==> src/emf_pkg.sv <==
// shared constants, types and register map of the enclave filter
package emf_pkg;
  localparam int GPR_W = 64;
  localparam int APB_AW = 12;
  localparam int REG_NUM = 12;
  localparam logic [3:0] REG_CTRL = 4'h0;
  localparam logic [3:0] REG_STATUS = 4'h1;
  localparam logic [3:0] REG_AEP_LO = 4'h2;
  localparam logic [3:0] REG_AEP_HI = 4'h3;
  localparam logic [3:0] REG_TCP_LO = 4'h4;
  localparam logic [3:0] REG_TCP_HI = 4'h5;
  localparam logic [3:0] REG_URSP_LO = 4'h6;
  localparam logic [3:0] REG_URSP_HI = 4'h7;
  localparam logic [3:0] REG_URBP_LO = 4'h8;
  localparam logic [3:0] REG_URBP_HI = 4'h9;
  localparam logic [3:0] REG_CURRENT_SAVE_SLOT = 4'ha;
  localparam logic [3:0] REG_EXITCNT = 4'hb;
  localparam int CTRL_GEN2 = 0;
  localparam int CTRL_PRM = 1;
  localparam int CTRL_TSD = 2;
  localparam int CTRL_TSC_EXIT = 3;
  localparam int CTRL_RAND_EXIT = 4;
  localparam int CTRL_PAUSE_EXIT = 5;
  localparam int CTRL_PLOOP_EXIT = 6;
  localparam int CTRL_W = 7;
  localparam logic [CTRL_W-1:0] CTRL_RST = 7'h00;
  localparam logic [31:0] WORD_RST = 32'h0000_0000;
  localparam int REASON_ENCL_BIT = 27;
  localparam logic [GPR_W-1:0] RESUME_LEAF = 64'h0000_0000_0000_0003;
  // carry, parity, aux, zero, sign, overflow, resume
  localparam logic [GPR_W-1:0] FLAGS_CLR = 64'h0000_0000_0001_08d5;
  localparam logic [GPR_W-1:0] LOW32_MASK = 64'h0000_0000_ffff_ffff;
  localparam logic [1:0] CPL_KERNEL = 2'h0;

  typedef enum logic [3:0] {
    EMF_IC_OTHER = 4'h0, EMF_IC_EMUL = 4'h1, EMF_IC_PORTIO = 4'h2,
    EMF_IC_SEGPRIV = 4'h3, EMF_IC_MSW = 4'h4, EMF_IC_ENTER = 4'h5,
    EMF_IC_RESUME = 4'h6, EMF_IC_TSC = 4'h7, EMF_IC_RAND = 4'h8,
    EMF_IC_PAUSE = 4'h9, EMF_IC_INT1 = 4'ha, EMF_IC_INT3 = 4'hb,
    EMF_IC_INVD = 4'hc
  } emf_insn_e;
  typedef enum logic [2:0] {
    EMF_EV_EXTINT = 3'h0, EMF_EV_NMI = 3'h1, EMF_EV_SMI = 3'h2,
    EMF_EV_EXC = 3'h3, EMF_EV_VMEXIT = 3'h4
  } emf_event_e;
  typedef enum logic [1:0] {
    EMF_STK_CUR = 2'h0, EMF_STK_RING = 2'h1, EMF_STK_IST = 2'h2
  } emf_stack_e;
  typedef enum logic [1:0] {
    EMF_ST_IDLE = 2'h0, EMF_ST_SAVE = 2'h1, EMF_ST_LOAD = 2'h2
  } emf_state_e;

  typedef struct packed {
    logic valid;
    emf_insn_e cls;
    logic [1:0] cpl;
    logic guest;
    logic ploop_hit;
  } emf_insn_s;
  typedef struct packed {
    logic ud;
    logic gp;
    logic gp_zero;
    logic vmexit;
    logic reason_encl;
  } emf_chk_s;
  typedef struct packed {
    logic valid;
    emf_event_e kind;
    logic priv_change;
    logic ist_used;
    logic is64;
    logic [GPR_W-1:0] flags;
  } emf_event_s;
  typedef struct packed {
    logic [GPR_W-1:0] rip;
    logic [GPR_W-1:0] rax;
    logic [GPR_W-1:0] rbx;
    logic [GPR_W-1:0] rcx;
    logic [GPR_W-1:0] rsp;
    logic [GPR_W-1:0] rbp;
    logic [GPR_W-1:0] flags;
    logic zero_hi;
    logic reason_encl;
    emf_stack_e stack;
  } emf_syn_s;
endpackage

==> src/emf_filter.sv <==
// enclave-mode instruction filter and asynchronous exit sequencer
//
// Contract
// - cpuid-like emulated group faults undefined, no exit
// - port input/output forms fault undefined in enclave
// - far transfers, segment loads, syscalls fault undefined
// - machine status word store faults undefined
// - enter or resume leaf inside enclave: protection
// - gen2: timestamp legal, timestamp-disable still applies
// - gen1 only: timestamp read faults undefined
// - timestamp read may exit per controls
// - random legal; exits only when control set
// - enclave vm exits set reason bit 27
// - cleared random control: re-run without exit
// - spin hint legal; exits only when control set
// - no spin-loop exit from inside enclave
// - single-step, breakpoint instructions accepted in enclave
// - memory protection on: invalidate faults protection zero
// - exiting events leave enclave before handler
// - save registers before loading synthetic values
// - instruction pointer gets async exit pointer
// - restore stack and frame pointers from entry
// - accumulator, base, count get leaf, page, pointer
// - exit stack chosen as outside enclaves
// - clear arithmetic and resume flags, keep others
// - increment current save slot after saving
// - zero upper registers in 64-bit mode only
`timescale 1ns/100ps
module emf_filter #(
  parameter int CURRENT_SAVE_SLOT_W = 32
) (
  input wire logic ref_clk,
  input wire logic resetn,
  input wire logic psel,
  input wire logic penable,
  input wire logic pwrite,
  input wire logic [emf_pkg::APB_AW-1:0] paddr,
  input wire logic [31:0] pwdata,
  input wire logic [3:0] pstrb,
  output logic [31:0] prdata,
  output logic pready,
  output logic pslverr,
  input wire logic enter_done,
  input wire emf_pkg::emf_insn_s insn,
  output emf_pkg::emf_chk_s chk,
  output logic chk_done,
  input wire emf_pkg::emf_event_s evt,
  output logic save_req,
  output logic [CURRENT_SAVE_SLOT_W-1:0] save_slot,
  input wire logic save_ack,
  output emf_pkg::emf_syn_s syn,
  output logic syn_valid,
  output logic in_enclave
);
  import emf_pkg::*;

  if (CURRENT_SAVE_SLOT_W < 1 || CURRENT_SAVE_SLOT_W > 32) begin : g_bad_current_save_slot_w
    $error("emf_filter: CURRENT_SAVE_SLOT_W must be 1 to 32");
  end

  // apb decode; one wait state so every answer is a flop
  logic pready_q;
  logic pslverr_q;
  logic [31:0] prdata_q;
  wire [3:0] reg_idx = paddr[5:2];
  wire addr_ok = (paddr[1:0] == 2'h0) &&
                 (paddr[APB_AW-1:6] == '0) &&
                 (reg_idx < 4'(REG_NUM));
  wire acc_phase = psel & penable & ~pready_q;
  wire wr_take = psel & penable & pready_q & pwrite & ~pslverr_q;
  wire ro_reg = (reg_idx == REG_STATUS) || (reg_idx == REG_EXITCNT);
  wire wr_err = pwrite & ro_reg;

  logic [CTRL_W-1:0] ctrl_q;
  logic [31:0] word_q [2:9];
  logic [CURRENT_SAVE_SLOT_W-1:0] current_save_slot_q;
  logic [31:0] exitcnt_q;
  logic encl_q;
  emf_state_e state_q;
  logic [31:0] rd_w [REG_NUM];

  wire [GPR_W-1:0] async_exit_pointer = {word_q[3], word_q[2]};
  wire [GPR_W-1:0] tcp = {word_q[5], word_q[4]};
  wire [GPR_W-1:0] ursp = {word_q[7], word_q[6]};
  wire [GPR_W-1:0] urbp = {word_q[9], word_q[8]};

  assign rd_w[0] = {25'h0, ctrl_q};
  assign rd_w[1] = {28'h0, save_req, state_q, encl_q};
  assign rd_w[10] = 32'(current_save_slot_q);
  assign rd_w[11] = exitcnt_q;
  genvar gi;
  generate
    for (gi = 2; gi <= 9; gi++) begin : g_word
      assign rd_w[gi] = word_q[gi];
      wire sel_w = wr_take && (reg_idx == 4'(gi));
      always_ff @(posedge ref_clk or negedge resetn) begin
        if (!resetn) begin
          word_q[gi] <= WORD_RST;
        end else if (sel_w) begin
          for (int b = 0; b < 4; b++) begin
            if (pstrb[b]) begin
              word_q[gi][8*b +: 8] <= pwdata[8*b +: 8];
            end
          end
        end
      end
    end
  endgenerate

  wire ctrl_wr = wr_take && (reg_idx == REG_CTRL) && pstrb[0];
  wire current_save_slot_wr = wr_take && (reg_idx == REG_CURRENT_SAVE_SLOT);

  always_ff @(posedge ref_clk or negedge resetn) begin
    if (!resetn) begin
      pready_q <= 1'b0;
      pslverr_q <= 1'b0;
      prdata_q <= WORD_RST;
    end else begin
      pready_q <= acc_phase;
      pslverr_q <= acc_phase & (~addr_ok | wr_err);
      prdata_q <= (acc_phase & addr_ok & ~pwrite) ? rd_w[reg_idx] : WORD_RST;
    end
  end
  assign pready = pready_q;
  assign pslverr = pslverr_q;
  assign prdata = prdata_q;

  always_ff @(posedge ref_clk or negedge resetn) begin
    if (!resetn) begin
      ctrl_q <= CTRL_RST;
    end else if (ctrl_wr) begin
      ctrl_q <= pwdata[CTRL_W-1:0];
    end
  end

  // instruction checks, one cycle from request to verdict
  wire gen2 = ctrl_q[CTRL_GEN2];
  wire prm_on = ctrl_q[CTRL_PRM];
  wire tsd = ctrl_q[CTRL_TSD];
  wire tsc_ctl = ctrl_q[CTRL_TSC_EXIT];
  wire rand_ctl = ctrl_q[CTRL_RAND_EXIT];
  wire pause_ctl = ctrl_q[CTRL_PAUSE_EXIT];
  wire ploop_ctl = ctrl_q[CTRL_PLOOP_EXIT];
  wire c_emul = insn.cls == EMF_IC_EMUL;
  wire c_pio = insn.cls == EMF_IC_PORTIO;
  wire c_seg = insn.cls == EMF_IC_SEGPRIV;
  wire c_msw = insn.cls == EMF_IC_MSW;
  wire c_nest = (insn.cls == EMF_IC_ENTER) || (insn.cls == EMF_IC_RESUME);
  wire c_tsc = insn.cls == EMF_IC_TSC;
  wire c_rand = insn.cls == EMF_IC_RAND;
  wire c_pause = insn.cls == EMF_IC_PAUSE;
  wire c_invd = insn.cls == EMF_IC_INVD;
  wire user_cpl = insn.cpl != CPL_KERNEL;

  wire ud_tbl = encl_q & (c_emul | c_pio | c_seg | c_msw);
  wire ud_tsc = encl_q & c_tsc & ~gen2;
  wire ud_d = ud_tbl | ud_tsc;
  wire gp_nest = encl_q & c_nest;
  wire gp_tsd = c_tsc & tsd & user_cpl & ~ud_tsc;
  wire gp_invd = c_invd & prm_on;
  wire gp_d = gp_nest | gp_tsd | gp_invd;
  // single-step and breakpoint classes fall through with no fault
  wire fault_d = ud_d | gp_d;
  // controls are read live, so a cleared one lets the retry run
  wire ex_tsc = c_tsc & tsc_ctl;
  wire ex_rand = c_rand & rand_ctl;
  wire ex_pause = c_pause & pause_ctl;
  // spin-loop detection only at kernel level, never in an enclave
  wire ex_ploop = c_pause & insn.ploop_hit & ploop_ctl &
                  ~user_cpl & ~encl_q;
  wire vmx_d = insn.guest & ~fault_d &
               (ex_tsc | ex_rand | ex_pause | ex_ploop);
  emf_chk_s chk_q;
  logic chk_done_q;

  always_ff @(posedge ref_clk or negedge resetn) begin
    if (!resetn) begin
      chk_q <= '0;
      chk_done_q <= 1'b0;
    end else begin
      chk_done_q <= insn.valid;
      chk_q.ud <= insn.valid & ud_d;
      chk_q.gp <= insn.valid & gp_d;
      chk_q.gp_zero <= insn.valid & gp_invd;
      chk_q.vmexit <= insn.valid & vmx_d;
      chk_q.reason_encl <= insn.valid & vmx_d & encl_q;
    end
  end
  assign chk = chk_q;
  assign chk_done = chk_done_q;

  // async exit sequencer: save, then load synthetic state
  emf_event_s ev_q;
  emf_syn_s syn_q;
  logic syn_valid_q;
  logic save_req_q;
  wire ev_take = evt.valid & encl_q & (state_q == EMF_ST_IDLE);
  wire save_done = (state_q == EMF_ST_SAVE) & save_ack;
  wire load_now = state_q == EMF_ST_LOAD;
  wire [GPR_W-1:0] md_mask = ev_q.is64 ? '1 : LOW32_MASK;
  emf_stack_e stk_d;
  assign stk_d = ev_q.ist_used ? EMF_STK_IST :
                 (ev_q.priv_change ? EMF_STK_RING : EMF_STK_CUR);

  always_ff @(posedge ref_clk or negedge resetn) begin
    if (!resetn) begin
      state_q <= EMF_ST_IDLE;
    end else begin
      unique case (state_q)
        EMF_ST_IDLE: begin
          if (ev_take) begin
            state_q <= EMF_ST_SAVE;
          end
        end
        EMF_ST_SAVE: begin
          if (save_ack) begin
            state_q <= EMF_ST_LOAD;
          end
        end
        EMF_ST_LOAD: begin
          state_q <= EMF_ST_IDLE;
        end
        default: begin
          state_q <= EMF_ST_IDLE;
        end
      endcase
    end
  end

  always_ff @(posedge ref_clk or negedge resetn) begin
    if (!resetn) begin
      ev_q <= '0;
      save_req_q <= 1'b0;
    end else begin
      if (ev_take) begin
        ev_q <= evt;
      end
      save_req_q <= ev_take | (save_req_q & ~save_ack);
    end
  end

  // hardware increment wins over a software write in the same cycle
  always_ff @(posedge ref_clk or negedge resetn) begin
    if (!resetn) begin
      current_save_slot_q <= '0;
      exitcnt_q <= WORD_RST;
    end else if (save_done) begin
      current_save_slot_q <= current_save_slot_q + CURRENT_SAVE_SLOT_W'(1);
      exitcnt_q <= exitcnt_q + 32'h1;
    end else if (current_save_slot_wr) begin
      current_save_slot_q <= pwdata[CURRENT_SAVE_SLOT_W-1:0];
    end
  end

  always_ff @(posedge ref_clk or negedge resetn) begin
    if (!resetn) begin
      encl_q <= 1'b0;
    end else if (load_now) begin
      encl_q <= 1'b0;
    end else if (enter_done) begin
      encl_q <= 1'b1;
    end
  end

  always_ff @(posedge ref_clk or negedge resetn) begin
    if (!resetn) begin
      syn_q <= '0;
      syn_valid_q <= 1'b0;
    end else begin
      syn_valid_q <= load_now;
      if (load_now) begin
        syn_q.rip <= async_exit_pointer & md_mask;
        syn_q.rax <= RESUME_LEAF;
        syn_q.rbx <= tcp & md_mask;
        syn_q.rcx <= async_exit_pointer & md_mask;
        syn_q.rsp <= ursp & md_mask;
        syn_q.rbp <= urbp & md_mask;
        syn_q.flags <= ev_q.flags & ~FLAGS_CLR & md_mask;
        syn_q.zero_hi <= ev_q.is64;
        syn_q.reason_encl <= ev_q.kind == EMF_EV_VMEXIT;
        syn_q.stack <= stk_d;
      end
    end
  end
  assign syn = syn_q;
  assign syn_valid = syn_valid_q;
  assign save_req = save_req_q;
  assign save_slot = current_save_slot_q;
  assign in_enclave = encl_q;
endmodule // emf_filter

==> config.mk <==
export PLATFORM = sky130hd
export DESIGN_NAME = emf_filter
export DESIGN_NICKNAME = d
export VERILOG_FILES = /design/src/emf_pkg.sv /design/src/emf_filter.sv
export SDC_FILE = /design/constraint.sdc
export NUM_CORES = 1
export LEC_CHECK = 0
export BUFFER_PORTS_ARGS = -buffer_cell sky130_fd_sc_hd__buf_2
export CAP_MARGIN = 20
export CORE_MARGIN = 4
export CORE_UTILIZATION = 46
export CTS_BUF_LIST = sky130_fd_sc_hd__clkbuf_4 sky130_fd_sc_hd__clkbuf_8 sky130_fd_sc_hd__clkbuf_16
export CTS_CLUSTER_SIZE = 16
export DETAILED_ROUTE_END_ITERATION = 10
export PLACE_DENSITY = 0.77
export SYNTH_ARGS = -nofsm -noshare
export SYNTH_HDL_FRONTEND = slang
export SYNTH_SLANG_ARGS = --single-unit
==> constraint.sdc <==
create_clock -name ref_clk -period 5.6 [get_ports ref_clk]
set_input_delay 0 -clock ref_clk [delete_from_list [all_inputs] [get_ports ref_clk]]
set_output_delay 0 -clock ref_clk [all_outputs]
set_load 0.01 [all_outputs]
# [Yosys cells after proc, flatten, opt, wreduce, memory -nomap -nowiden]
# Cells that the tools add are included.
[word_totals] register_bits=767 input_bits=135 elab_cells=224
[op_classes] n_addsub=2 n_lt_le_gt_ge=2 eq_ne=26 n_mux=14 n_bitwise=63 n_reduce_logical=55
[op_table] operator="$and A64 B64 Y64" n=5
[op_table] operator="$mux W32" n=5
[op_table] operator="$bmux W32 S4" n=1
[op_table] operator="$reduce_and A2 Y1" n=33
[op_table] operator="$add A32 B1 Y32 const B" n=2
[op_table] operator="$mux W64" n=1
[op_table] operator="$and A1 B1 Y1" n=35
[op_table] operator="$eq A4 B3 Y1 const B" n=8
[op_table] operator="$eq A4 B4 Y1 const B" n=7
[op_table] operator="$eq A4 B2 Y1 const B" n=4
[op_table] operator="$logic_and A1 B1 Y1" n=13
[op_table] operator="$or A1 B1 Y1" n=12
[op_table] operator="$not A1 Y1" n=10
[op_table] operator="$eq A4 B1 Y1 const B" n=2
[op_table] operator="$logic_not A6 Y1" n=1
[op_table] operator="$mux W2" n=3
[op_table] operator="$reduce_bool A2 Y1" n=3
[op_table] operator="$ge A5 B5 Y1 const B" n=1
[op_table] operator="$not A4 Y5" n=1
[op_table] operator="$logic_not A2 Y1" n=2
[op_table] operator="$logic_not A4 Y1" n=1
[op_table] operator="$lt A4 B4 Y1 const B" n=1
[op_table] operator="$ne A2 B2 Y1 const B" n=2
[op_table] operator="$pmux W2 S2" n=1
[op_table] operator="other kinds (5)" n=8

# [Longest topological paths before layout]
# Gate-level depths: netlist (run 1).
[depth] depth_word=13 depth_mapped=9 depth_no_buf=6

# [Least setup slack after synthesis (run 1)]
# OpenSTA, ideal clock, no wires.
[synth_timing] path_kind="register to register" from="reg pslverr_q (netlist: pslverr)" to="reg word_q (netlist bit rd_w[232])" setup_time_ns=0.125 arrival_ns=1.851 slack_ns=3.624 path_stages_with_launch=8 synth_period_minus_slack_ns=1.976 cell_sequence="dfrtp_1 -> and4b_1 -> buf_2 -> nand3b_1 -> or2_2 -> buf_6 -> nor2_8 -> mux2_2"
[synth_via] elab_chain_len=4
[synth_lines] item="start: declaration" line="emf_filter.sv:63" rtl="logic pslverr_q;"
[synth_lines] item="start signal: assignment" line="emf_filter.sv:120" rtl="pslverr_q <= acc_phase & (~addr_ok | wr_err);"
[synth_lines] item="$not A1 Y1" line="emf_filter.sv:70" rtl="wire wr_take = psel & penable & pready_q & pwrite & ~pslverr_q;"
[synth_lines] item="$and A1 B1 Y1" line="emf_filter.sv:70"
[synth_lines] item="$logic_and A1 B1 Y1" line="emf_filter.sv:95" rtl="wire sel_w = wr_take && (reg_idx == 4'(gi));"
[synth_lines] item="$reduce_and A2 Y1 (no line)"
[synth_lines] item="end signal: indexed assignment" line="emf_filter.sv:102" rtl="word_q[gi][8*b +: 8] <= pwdata[8*b +: 8];"
[synth_lines] item="end: declaration" line="emf_filter.sv:75" rtl="logic [31:0] word_q [2:9];"
# Every way passes these cells.
# A chain may end at the register's enable or synchronous reset.

# [Worst setup path after layout (run 1)]
[layout_timing] from="reg state_q[1]" to="reg current_save_slot_q[20] (netlist: save_slot[20])"
[layout_via] elab_chain_len=3 elab_cells_between_ends=4
[layout_lines] item="start: declaration" line="emf_filter.sv:79" rtl="emf_state_e state_q;"
[layout_lines] item="start signal: assignment" line="emf_filter.sv:207" rtl="state_q <= EMF_ST_IDLE;"
[layout_lines] item="start signal: assignment" line="emf_filter.sv:212" rtl="state_q <= EMF_ST_SAVE;"
[layout_lines] item="start signal: assignment" line="emf_filter.sv:217" rtl="state_q <= EMF_ST_LOAD;"
[layout_lines] item="$eq A2 B1 Y1 (*)" line="emf_filter.sv:198" rtl="wire save_done = (state_q == EMF_ST_SAVE) & save_ack;"
[layout_lines] item="$and A1 B1 Y1 (*)" line="emf_filter.sv:198"
[layout_lines] item="$mux W32 or $reduce_bool A2 Y1 (tied branches)"
[layout_lines] item="end signal: assignment" line="emf_filter.sv:248" rtl="current_save_slot_q <= current_save_slot_q + CURRENT_SAVE_SLOT_W'(1);"
[layout_lines] item="end signal: assignment" line="emf_filter.sv:251" rtl="current_save_slot_q <= pwdata[CURRENT_SAVE_SLOT_W-1:0];"
[layout_lines] item="end: declaration" line="emf_filter.sv:76" rtl="logic [CURRENT_SAVE_SLOT_W-1:0] current_save_slot_q;"
# Every way passes the cells marked *; elsewhere a longest branch is shown, timed or not.

==> metrics.md, run 1 <==
| Metric | Value |
|---|---|
| Status | complete, no violations |
| Crit path DAT | 3.41 ns |
| Vias in the first global route | 25.3k |
| Area leader, netlist | dfrtp_1 |
| Top-area cell type share of the netlist area | 56.8% |
| Yosys warnings | 0 |
| Synth Cell Area | 0.0332 mm² |
| Setup violations, final | 0 |
| Clock buffer depth | 3 |
| Max-cap viol count | 0 |
| Total CTS buffers | 80 |
| Crit-path max FO | 27 |
| Vias per inst | 5.51 |
| Startpoint Class | flop |
| Most frequent cells in the layout | nand2_1, dfrtp_1, buf_2 |
| Core area | 0.0715 mm² |
| Critical path, cell by cell | nand3b_1 > buf_4 > clkinv_1 > or3_1 > o221a_2 |
| Endpoint class of the critical path | flop |
| Ys async rst share | 100% |
| Grt ovf | 0 |
| Pleak | 20.6 nW |
| Starting density of the core | 46.4% |
| TritonCTS clock tree | done |
| Die X | 277 µm |
| Worst path bufs/invs | 2 |
| RSZ-0062 raised after global routing | no |
| CP required | 6.11 ns |
| Cts repair resizes | 0 |
| Min Clock Period, post-route | 2.90 ns |
| GR peak layer | met2 |
| Antenna Nets Post-Route | 0 |
| Die area | 0.0765 mm² |
| Sequential area share after synthesis | 56.8% |
| I/O Buffers | 585 |
| Fmax | 0.345 GHz |
| Slew Limit Headroom | 29.8% |
| DRC Markers | 0 |
| Post-synthesis cell type count | 77 |
| WS Path Type | reg2reg |
| Num rows | 98 |
| # fillers | 5887 |
| CTS root buf | clkbuf_16 |
| Mapped Cells | 2941 |
| Drt wl/cell | 23.3 µm |
| Largest net degree at the start of global routing | 188 |
| FF/Latch Area | 0.0188 mm² |
| Total track usage | 26.8% |
| R2R cell count | 5 |
| Nets@finish | 3630 |
| HPWL Detailed | 71200 µm |
| Family with the most delay on the worst path | buffers and inverters |
| Multi-input gate area | 0.0126 mm² |
| Setup bufs post-CTS | 0 |
| GR Layer Usage met1 | 35.6% |
| Worst Max-Slew Pin Slew | 1.05 ns |
| Die Height | 277 µm |
| Hold buffers post-CTS | 119 |
| Drt first-iter violations | 2366 |
| Number of synthesized flops with an enable pin | 0 |
| Area grow syn2layout | 20.3% |
| Final period utilization | 51.8% |
| Main synth FF type | dfrtp_1 |
| # H-tree levels | 3 |
| Clk_lat worst skew | 0.63 ns |
| CP max stage cell | or3_1 |
| First-pass GRT wire length | 158000 µm |
| Clock skew | 0.0316 ns |
| Max incr delay on CP | 0.79 ns |
| Pwr Density | 373 mW/mm² |
| Share of cells above drive strength 1 | 34.5% |
| Met2 usage | 43.5% |
| IO Count | 662 |
| Final slew viol count | 0 |
| GP Congestion | 0.872 |
| Total Power | 14.9 mW |
| Final core utilization | 55.8% |
| Worst path depth | 5 |
| TNS Setup | 0 ns |
| Clk pin slew, worst setup/hold paths | 0.06 ns |
| Router iterations before antenna repair | 7 |
| Avg Cell Area, Syn | 11.3 µm² |
| Vias | 24.8k |
| Worst IR drop on VDD | 0.000368 V |
| Initial antenna violation count | 1 |
| HP Class | in2async |
| Antenna cells | 0 |
| Fin. Hold Viols | 0 |
| GR Util met3 | 5.07% |
| Final wirelength | 105000 µm |
| #FFs+latches synth | 753 |
| Commonest non-fill, non-tap cell in the layout | nand2_1 |
| Top post-synthesis cells by area | dfrtp_1, mux2_2, nand2_1, mux4_2, buf_4 |
| CTS Sinks | 753 |
==> per-stage QoR <==
step | setup WS [ns] | instances | hold slack, ns | cell area [µm²]
floorplan | 3.62 | 3009 | -0.296 | 33400
global placement | 2.74 | 4242 | 0.125 | 35900
detailed placement | 2.76 | 4242 | 0.130 | 35900
CTS | 2.75 | 4507 | 0.0139 | 39900
global route | 2.58 | 4507 | 0.0488 | 39900
finish | 2.70 | 4507 | 0.00997 | 39900
==> flip-flops by register name, summed over array words and instances, names as in the netlist <==
register / cells
chk: 5
pready: 1
ctrl_q: 7
ev_q: 63
state_q: 2
async_exit_pointer: 64
exitcnt_q: 32
rd_w: 192
chk_done: 1
syn_valid: 1
prdata: 32
in_enclave: 1
save_req: 1
save_slot: 32
pslverr: 1
syn: 318
==> per-layer routing <==
layer / wire length, µm / vias to the layer above
met5: 0 / -
met4: 4780 / 0
met3: 7230 / 275
met2: 50200 / 1070
met1: 42700 / 12600
li1: - / 10900
==> final timing paths <==
kind | start | end | slack [ns]
min in group ref_clk | paddr[4] | prdata[31] | 0.06
max reg2reg | state_q[1] | save_slot[20] | 2.70
min | resetn | syn[164] | 0.01
max | state_q[1] | save_slot[20] | 2.70
min reg2reg | ev_q[26] | syn[30] | 0.47
max in group asynchronous | resetn | syn[195] | 4.06
==> worst register-to-register path, stage by stage (launching register included) <==
cell and delay [ns]:
dfrtp_1 0.52, nand3b_1 0.16, buf_4 0.27, clkinv_1 0.71
or3_1 0.80, o221a_2 0.34
==> Yosys cell counts (11+ instances only) <==
cell type / instances
nand2_1: 838
dfrtp_1: 753
mux2_2: 346
o21ai_0: 175
buf_4: 174
clkbuf_1: 122
nor2_1: 83
mux4_2: 67
nor3_1: 32
a21oi_1: 28
xnor2_1: 23
nor2b_1: 22
buf_2: 20
a221oi_1: 19
nand3_1: 18
a211oi_1: 17
nand4_1: 16
and3_1: 11
and4_1: 11
==> area by class of cell <==
type | instances | share of cell area (%)
inverter | 10 | 0.107
multi-input combinational | 1918 | 31.7
clock inverter | 35 | 1.09
tap | 950 | 2.98
sequential | 753 | 47.2
clock buffer | 111 | 5.91
timing repair buffer | 730 | 11.0
==> where the power goes <==
part	total (mW)	switching, mW	internal (mW)
clock network	5.54	2.32	3.22
registers	6.66	0.567	6.09
logic	2.69	1.71	0.981
==> kinds of logic after synthesis <==
family | Yosys count | synth area share [%]
AO/OA/AOI/OAI | 281 | 5.00
flip-flops | 753 | 56.8
buffers and inverters | 338 | 5.92
other | 1 | 0.0113
multiplexers | 427 | 16.8
AND/OR/NAND/NOR | 1106 | 14.5
adder cells (fa/ha/maj) | 2 | 0.0754
XOR/XNOR | 33 | 0.872
Power figures use the tool's default switching activity.
==> inputs of run 2 (changes only) <==
==> constraint.sdc (replaced) <==
create_clock -name ref_clk -period 2.7 [get_ports ref_clk]
set_input_delay 0 -clock ref_clk [delete_from_list [all_inputs] [get_ports ref_clk]]
set_output_delay 0 -clock ref_clk [all_outputs]
set_load 0.01 [all_outputs]
==> run 2 against run 1 <==
  * Clock-buffer cell count fell by 2
  * Setup slack got worse by 2.5 ns
  * Routed wire length rose by 0.99%
  * Power rose by 110%
  * Sequential share of layout area fell by 0.82 points
  * Clock skew fell by 0.0060 ns
  * Worst hold slack improved by 0.028 ns
==> metrics.md, run 2 (same netlist as run 1, synthesis figures left out) <==
| Metric | Value |
|---|---|
| Status | complete, no violations |
| First-pass GRT wire length | 160000 µm |
| Clk_lat worst skew | 0.64 ns |
| Min Clock Period, post-route | 2.49 ns |
| Fin. Hold Viols | 0 |
| Endpoint class of the critical path | flop |
| Setup violations, final | 0 |
| DR WL met3 | 7560 µm |
| Crit path DAT | 3.05 ns |
| Share of cells above drive strength 1 | 35.3% |
| Commonest non-fill, non-tap cell in the layout | nand2_1 |
| CP required | 3.25 ns |
| IO Count | 662 |
| Met1 WL | 43300 µm |
| Vias | 25.0k |
| DP Cell Count | 4288 |
| I/O Buffers | 585 |
| Pleak | 21.0 nW |
| # fillers | 5815 |
| Grt ovf | 0 |
| R2r startpoint | state_q[1] |
| Final wirelength | 106000 µm |
| Hold path startpoint | pstrb[0] |
| Clk pin slew, worst setup/hold paths | 0.06 ns |
| GP Congestion | 0.873 |
| Total CTS buffers | 81 |
| HP Class | in2reg |
| Final period utilization | 92.4% |
| Startpoint Class | flop |
| Clock skew | 0.0255 ns |
| Area grow syn2layout | 22.4% |
| TNS Setup | 0 ns |
| Vias in the first global route | 25.6k |
| Drt wl/cell | 23.2 µm |
| Flop2flop setup slack | 0.21 ns |
| Max layer used | met5 |
| DR WL met2 | 49700 µm |
| R2R cell count | 5 |
| Total track usage | 27.0% |
| RSZ-0062 raised after global routing | no |
| # H-tree levels | 3 |
| CTS Sinks | 753 |
| Hold worst-path end | async_exit_pointer[6] |
| Number of flip-flops under the largest register name | 318 |
| Die area | 0.0765 mm² |
| Final slew viol count | 0 |
| Clock buffer depth | 3 |
| CTS root buf | clkbuf_16 |
| Starting density of the core | 46.4% |
| R2R Path End | exitcnt_q[28] |
| TritonCTS clock tree | done |
| Worst Max-Slew Pin Slew | 0.748 ns |
| Worst IR drop on VDD | 0.000488 V |
| Max-cap viol count | 0 |
| Worst Setup SP | state_q[1] |
| Crit-path max FO | 6 |
| Hold path depth | 3 |
| Final core utilization | 56.8% |
| Most frequent cells in the layout | nand2_1, dfrtp_1, buf_2 |
| Drt first-iter violations | 2164 |
| Initial antenna violation count | 8 |
| Pwr Density | 773 mW/mm² |
| Slew Limit Headroom | 50.0% |
| HPWL Detailed | 73700 µm |
| Nets@finish | 3680 |
| Vias per inst | 5.48 |
| Core area | 0.0715 mm² |
| DRC Markers | 0 |
| Num rows | 98 |
| Largest net degree at the start of global routing | 154 |
| Die X | 277 µm |
| Fmax | 0.401 GHz |
| Antenna Nets Post-Route | 0 |
| Router iterations before antenna repair | 5 |
| Die Height | 277 µm |
| WS Path Type | reg2reg |
| Cts repair resizes | 0 |
| Finished Layout Cells | 4561 |
==> run 2: cell types whose count changed in the layout (fill, tap and decap cells not counted), sizes merged, moves of 2 or more <==
cell | previous run | this run
diode | 0 | 5
clkbuf | 111 | 109
clkinvlp | 9 | 5
buf | 611 | 659
inv | 12 | 17
clkinv | 19 | 17
bufinv | 5 | 8
==> run 2: power breakdown <==
group	internal, mW	leakage (nW)	total (mW)	switching, mW
registers	12.6	10.2	13.8	1.16
clock network	6.92	1.41	11.7	4.79
logic	2.25	9.39	5.87	3.62
==> run 2: worst max path at each step <==
stage	depth (start not counted)	endpoint	slack (ns)
after floorplan	7	rd_w[232]	0.72
after global placement	5	exitcnt_q[28]	0.42
after detailed placement	5	exitcnt_q[28]	0.36
after CTS	6	async_exit_pointer[7]	0.1
after global routing	9	pslverr	0.12
final	5	exitcnt_q[28]	0.21
==> run 2: critical path, stage by stage (launching register included) <==
cell and delay, ns:
dfrtp_1 0.45, nand3b_1 0.32, nor2_1 0.65, nand4_1 0.51, nor3_1 0.32, xor2_1 0.16
==> run 2: cell type report <==
type	instances	area (µm²)	area share, %
clock inverters	37	502	1.24
repair buffers	779	5040	12.4
well taps	950	1190	2.93
flip-flops and latches	753	18800	46.4
clock buffers	109	2330	5.74
diodes	5	12.5	0.0308
multi-input cells	1918	12600	31.1
inverters	10	42.5	0.105
==> run 2: timing repair <==
action / in CTS / in global routing
hold buffers: 121 / 0
hold endpoints to repair: 920 / 0
endpoints found under the setup margin: 0 / 1
setup buffers: 0 / 1
==> run 2: per-stage QoR <==
| step | instance area [µm²] | hold WS, ns | power (mW) | worst slack [ns] |
|---|---|---|---|---|
| after CTS | 40600 | 0.0111 | 31.4 | 0.0984 |
| after global routing | 40600 | 0.0276 | 32.6 | 0.121 |
| after floorplan | 33400 | -0.296 | 17.1 | 0.724 |
| final | 40600 | 0.0382 | 31.4 | 0.206 |
| after detailed placement | 36500 | 0.0363 | 19.6 | 0.355 |
| after global placement | 36500 | 0.0433 | 19.4 | 0.418 |
==> run 2: routing by layer <==
metal	up-vias	GRT usage (%)
li1	11000	-
met1	12600	35.7
met2	1135	43.3
met3	283	5.79
met4	2	12.0
met5	-	0
==> inputs of run 3 (changes only) <==
--- a/config.mk
+++ b/config.mk
@@ -9,7 +9,7 @@
 export CAP_MARGIN = 20
 export CORE_MARGIN = 4
 export CORE_UTILIZATION = 46
-export CTS_BUF_LIST = sky130_fd_sc_hd__clkbuf_4 sky130_fd_sc_hd__clkbuf_8 sky130_fd_sc_hd__clkbuf_16
+export CTS_BUF_LIST = sky130_fd_sc_hd__clkbuf_16
 export CTS_CLUSTER_SIZE = 16
 export DETAILED_ROUTE_END_ITERATION = 10
 export PLACE_DENSITY = 0.77
==> run 3 against run 2 <==
  * First-iteration DRC count is 1.7% higher
  * Register-to-register slack better by 0.06 ns
  * Global-route usage is 0.10 points lower
  * Clock power is 5% lower
  * Fmax is 1.3% higher
  * Die area stayed put
  * Critical path depth is 4 higher
  * Sequential power hardly changed
  * Routed wire length is 0.46% lower
  * Core utilization is 0.27 points lower
  * Final area is 0.48% lower
==> metrics.md, run 3 (same netlist as run 1, synthesis figures left out) <==
| Metric | Value |
|---|---|
| Nets@finish | 3680 |
| Family with the most delay on the worst path | buffers and inverters |
| Pleak | 20.9 nW |
| CTS Sinks | 753 |
| Status | complete, no violations |
| Fmax | 0.406 GHz |
| Setup WS post-layout | 0.237 ns |
| Crit-path max FO | 2 |
| Max incr delay on CP | 0.64 ns |
| Clock share of power | 36.0% |
| DRC Markers | 0 |
| Starting density of the core | 46.4% |
| Final core utilization | 56.5% |
| Crit path DAT | 2.97 ns |
| Flop pwr share | 44.9% |
| Critical path, cell by cell | dlygate4sd3_1 > buf_2 > nor4_1 > dlygate4sd3_1 > nand3_1 > dlygate4sd3_1 > a31oi_1 > dlygate4sd3_1 > nor2_1 |
| Share of cells above drive strength 1 | 34.6% |
| IO Count | 662 |
| Clk_lat worst skew | 0.64 ns |
| TritonCTS clock tree | done |
| Core area | 0.0715 mm² |
| Worst IR drop on VDD | 0.000479 V |
| Pre-CTS setup slack | 0.355 ns |
| Drt wl/cell | 23.1 µm |
| Setup violations, final | 0 |
| Final period utilization | 91.2% |
| Worst path bufs/invs | 5 |
| CP max stage cell | dlygate4sd3_1 |
| Clock skew | 0.0246 ns |
| Net Switching | 9.52 mW |
| Die X | 277 µm |
| Internal power | 21.2 mW |
| Cell area after layout | 0.0404 mm² |
| Pwr Density | 760 mW/mm² |
| Worst Max-Slew Pin Slew | 0.719 ns |
| Clock buffer depth | 3 |
| Vias per inst | 5.46 |
| HPWL Detailed | 73700 µm |
| I/O Buffers | 585 |
| Total track usage | 26.9% |
| Max-cap viol count | 0 |
| Endpoint class of the critical path | flop |
| Commonest non-fill, non-tap cell in the layout | nand2_1 |
| Most frequent cells in the layout | nand2_1, dfrtp_1, buf_2 |
| Final slew viol count | 0 |
| WS Path Type | in2reg |
| Total CTS buffers | 81 |
| Largest net degree at the start of global routing | 154 |
| Initial antenna violation count | 10 |
| Num rows | 98 |
| Vias | 24.9k |
| Die area | 0.0765 mm² |
| GP Congestion | 0.873 |
| Area after DPL | 0.0365 mm² |
| RSZ-0062 raised after global routing | no |
| Area grow syn2layout | 21.8% |
| Min Clock Period, post-route | 2.46 ns |
| Vias in the first global route | 25.5k |
| Total Power | 30.7 mW |
| Fin. Hold Viols | 0 |
| Final wirelength | 105000 µm |
| Cts repair resizes | 0 |
| Slew Limit Headroom | 52.1% |
| HP Class | in2reg |
| Startpoint Class | input port |
| Combinational share of power | 19.1% |
| TNS Setup | 0 ns |
| Drt first-iter violations | 2201 |
| # H-tree levels | 3 |
| Antenna Nets Post-Route | 0 |
| CTS root buf | clkbuf_16 |
| Grt ovf | 0 |
| CP required | 3.21 ns |
| First-pass GRT wire length | 159000 µm |
| Router iterations before antenna repair | 5 |
| Clk pin slew, worst setup/hold paths | 0.06 ns |
| Crit path top cell by count | dlygate4sd3_1 |
| Die Height | 277 µm |
| Number of flip-flops under the largest register name | 318 |
| Switching Share | 31.0% |
-- run 3: worst paths after layout --
check / startpoint / end / slack, ns / cells past startpoint
max in group asynchronous: resetn / syn[101] / 1.96 / 4
worst max register to register: pslverr / async_exit_pointer[7] / 0.27 / 6
worst max-delay path: paddr[10] / pslverr / 0.24 / 9
worst min-delay path: pstrb[0] / async_exit_pointer[2] / 0.03 / 3
worst min register to register: ev_q[20] / syn[24] / 0.46 / 2
min in group asynchronous: resetn / save_slot[30] / 0.11 / 3
-- run 3: worst register-to-register path: stages, from the launching register on --
cell,delay [ns]
dfrtp_1,0.39
and4b_1,0.40
nand4b_4,0.18
nor3_4,0.21
nand2_2,0.21
mux2_1,0.37
dlygate4sd3_1,0.56
-- run 3: per-stage QoR --
stage,hold slack [ns],instances
after floorplan,-0.296,3009
after global placement,0.0433,4288
after detailed placement,0.0363,4288
after CTS,0.0124,4555
after global routing,0.0276,4559
final,0.0295,4562
-- run 3: what timing repair did --
action,in CTS,in global routing
endpoints found under the hold margin,920,0
hold buffers,121,0
setup endpoints to repair,0,1
setup buffers,0,1
-- run 3: power by group through the flow --
stage	clock network (mW)	registers [mW]	logic, mW
floorplan	0	13.8	3.30
global placement	0	13.9	5.54
detailed placement	0	13.9	5.66
CTS	11.2	13.8	5.84
global route	11.7	14.0	6.35
finish	11.1	13.8	5.87
-- run 3: cell type report --
class	instances	area, µm²
fillers	5836	31100
flip-flops and latches	753	18800
multi-input cells	1918	12600
repair buffers	779	5040
clock buffers	81	2030
well taps	950	1190
clock inverters	65	607
inverters	10	42.5
diodes	6	15.0
-- run 3: routing by layer --
| metal | GRT usage (%) | vias up | wire [µm] |
|---|---|---|---|
| li1 | - | 11000 | - |
| met1 | 35.6 | 12500 | 42900 |
| met2 | 43.3 | 1102 | 49700 |
| met3 | 5.56 | 284 | 7500 |
| met4 | 11.7 | 4 | 5300 |
| met5 | 0 | - | 21 |
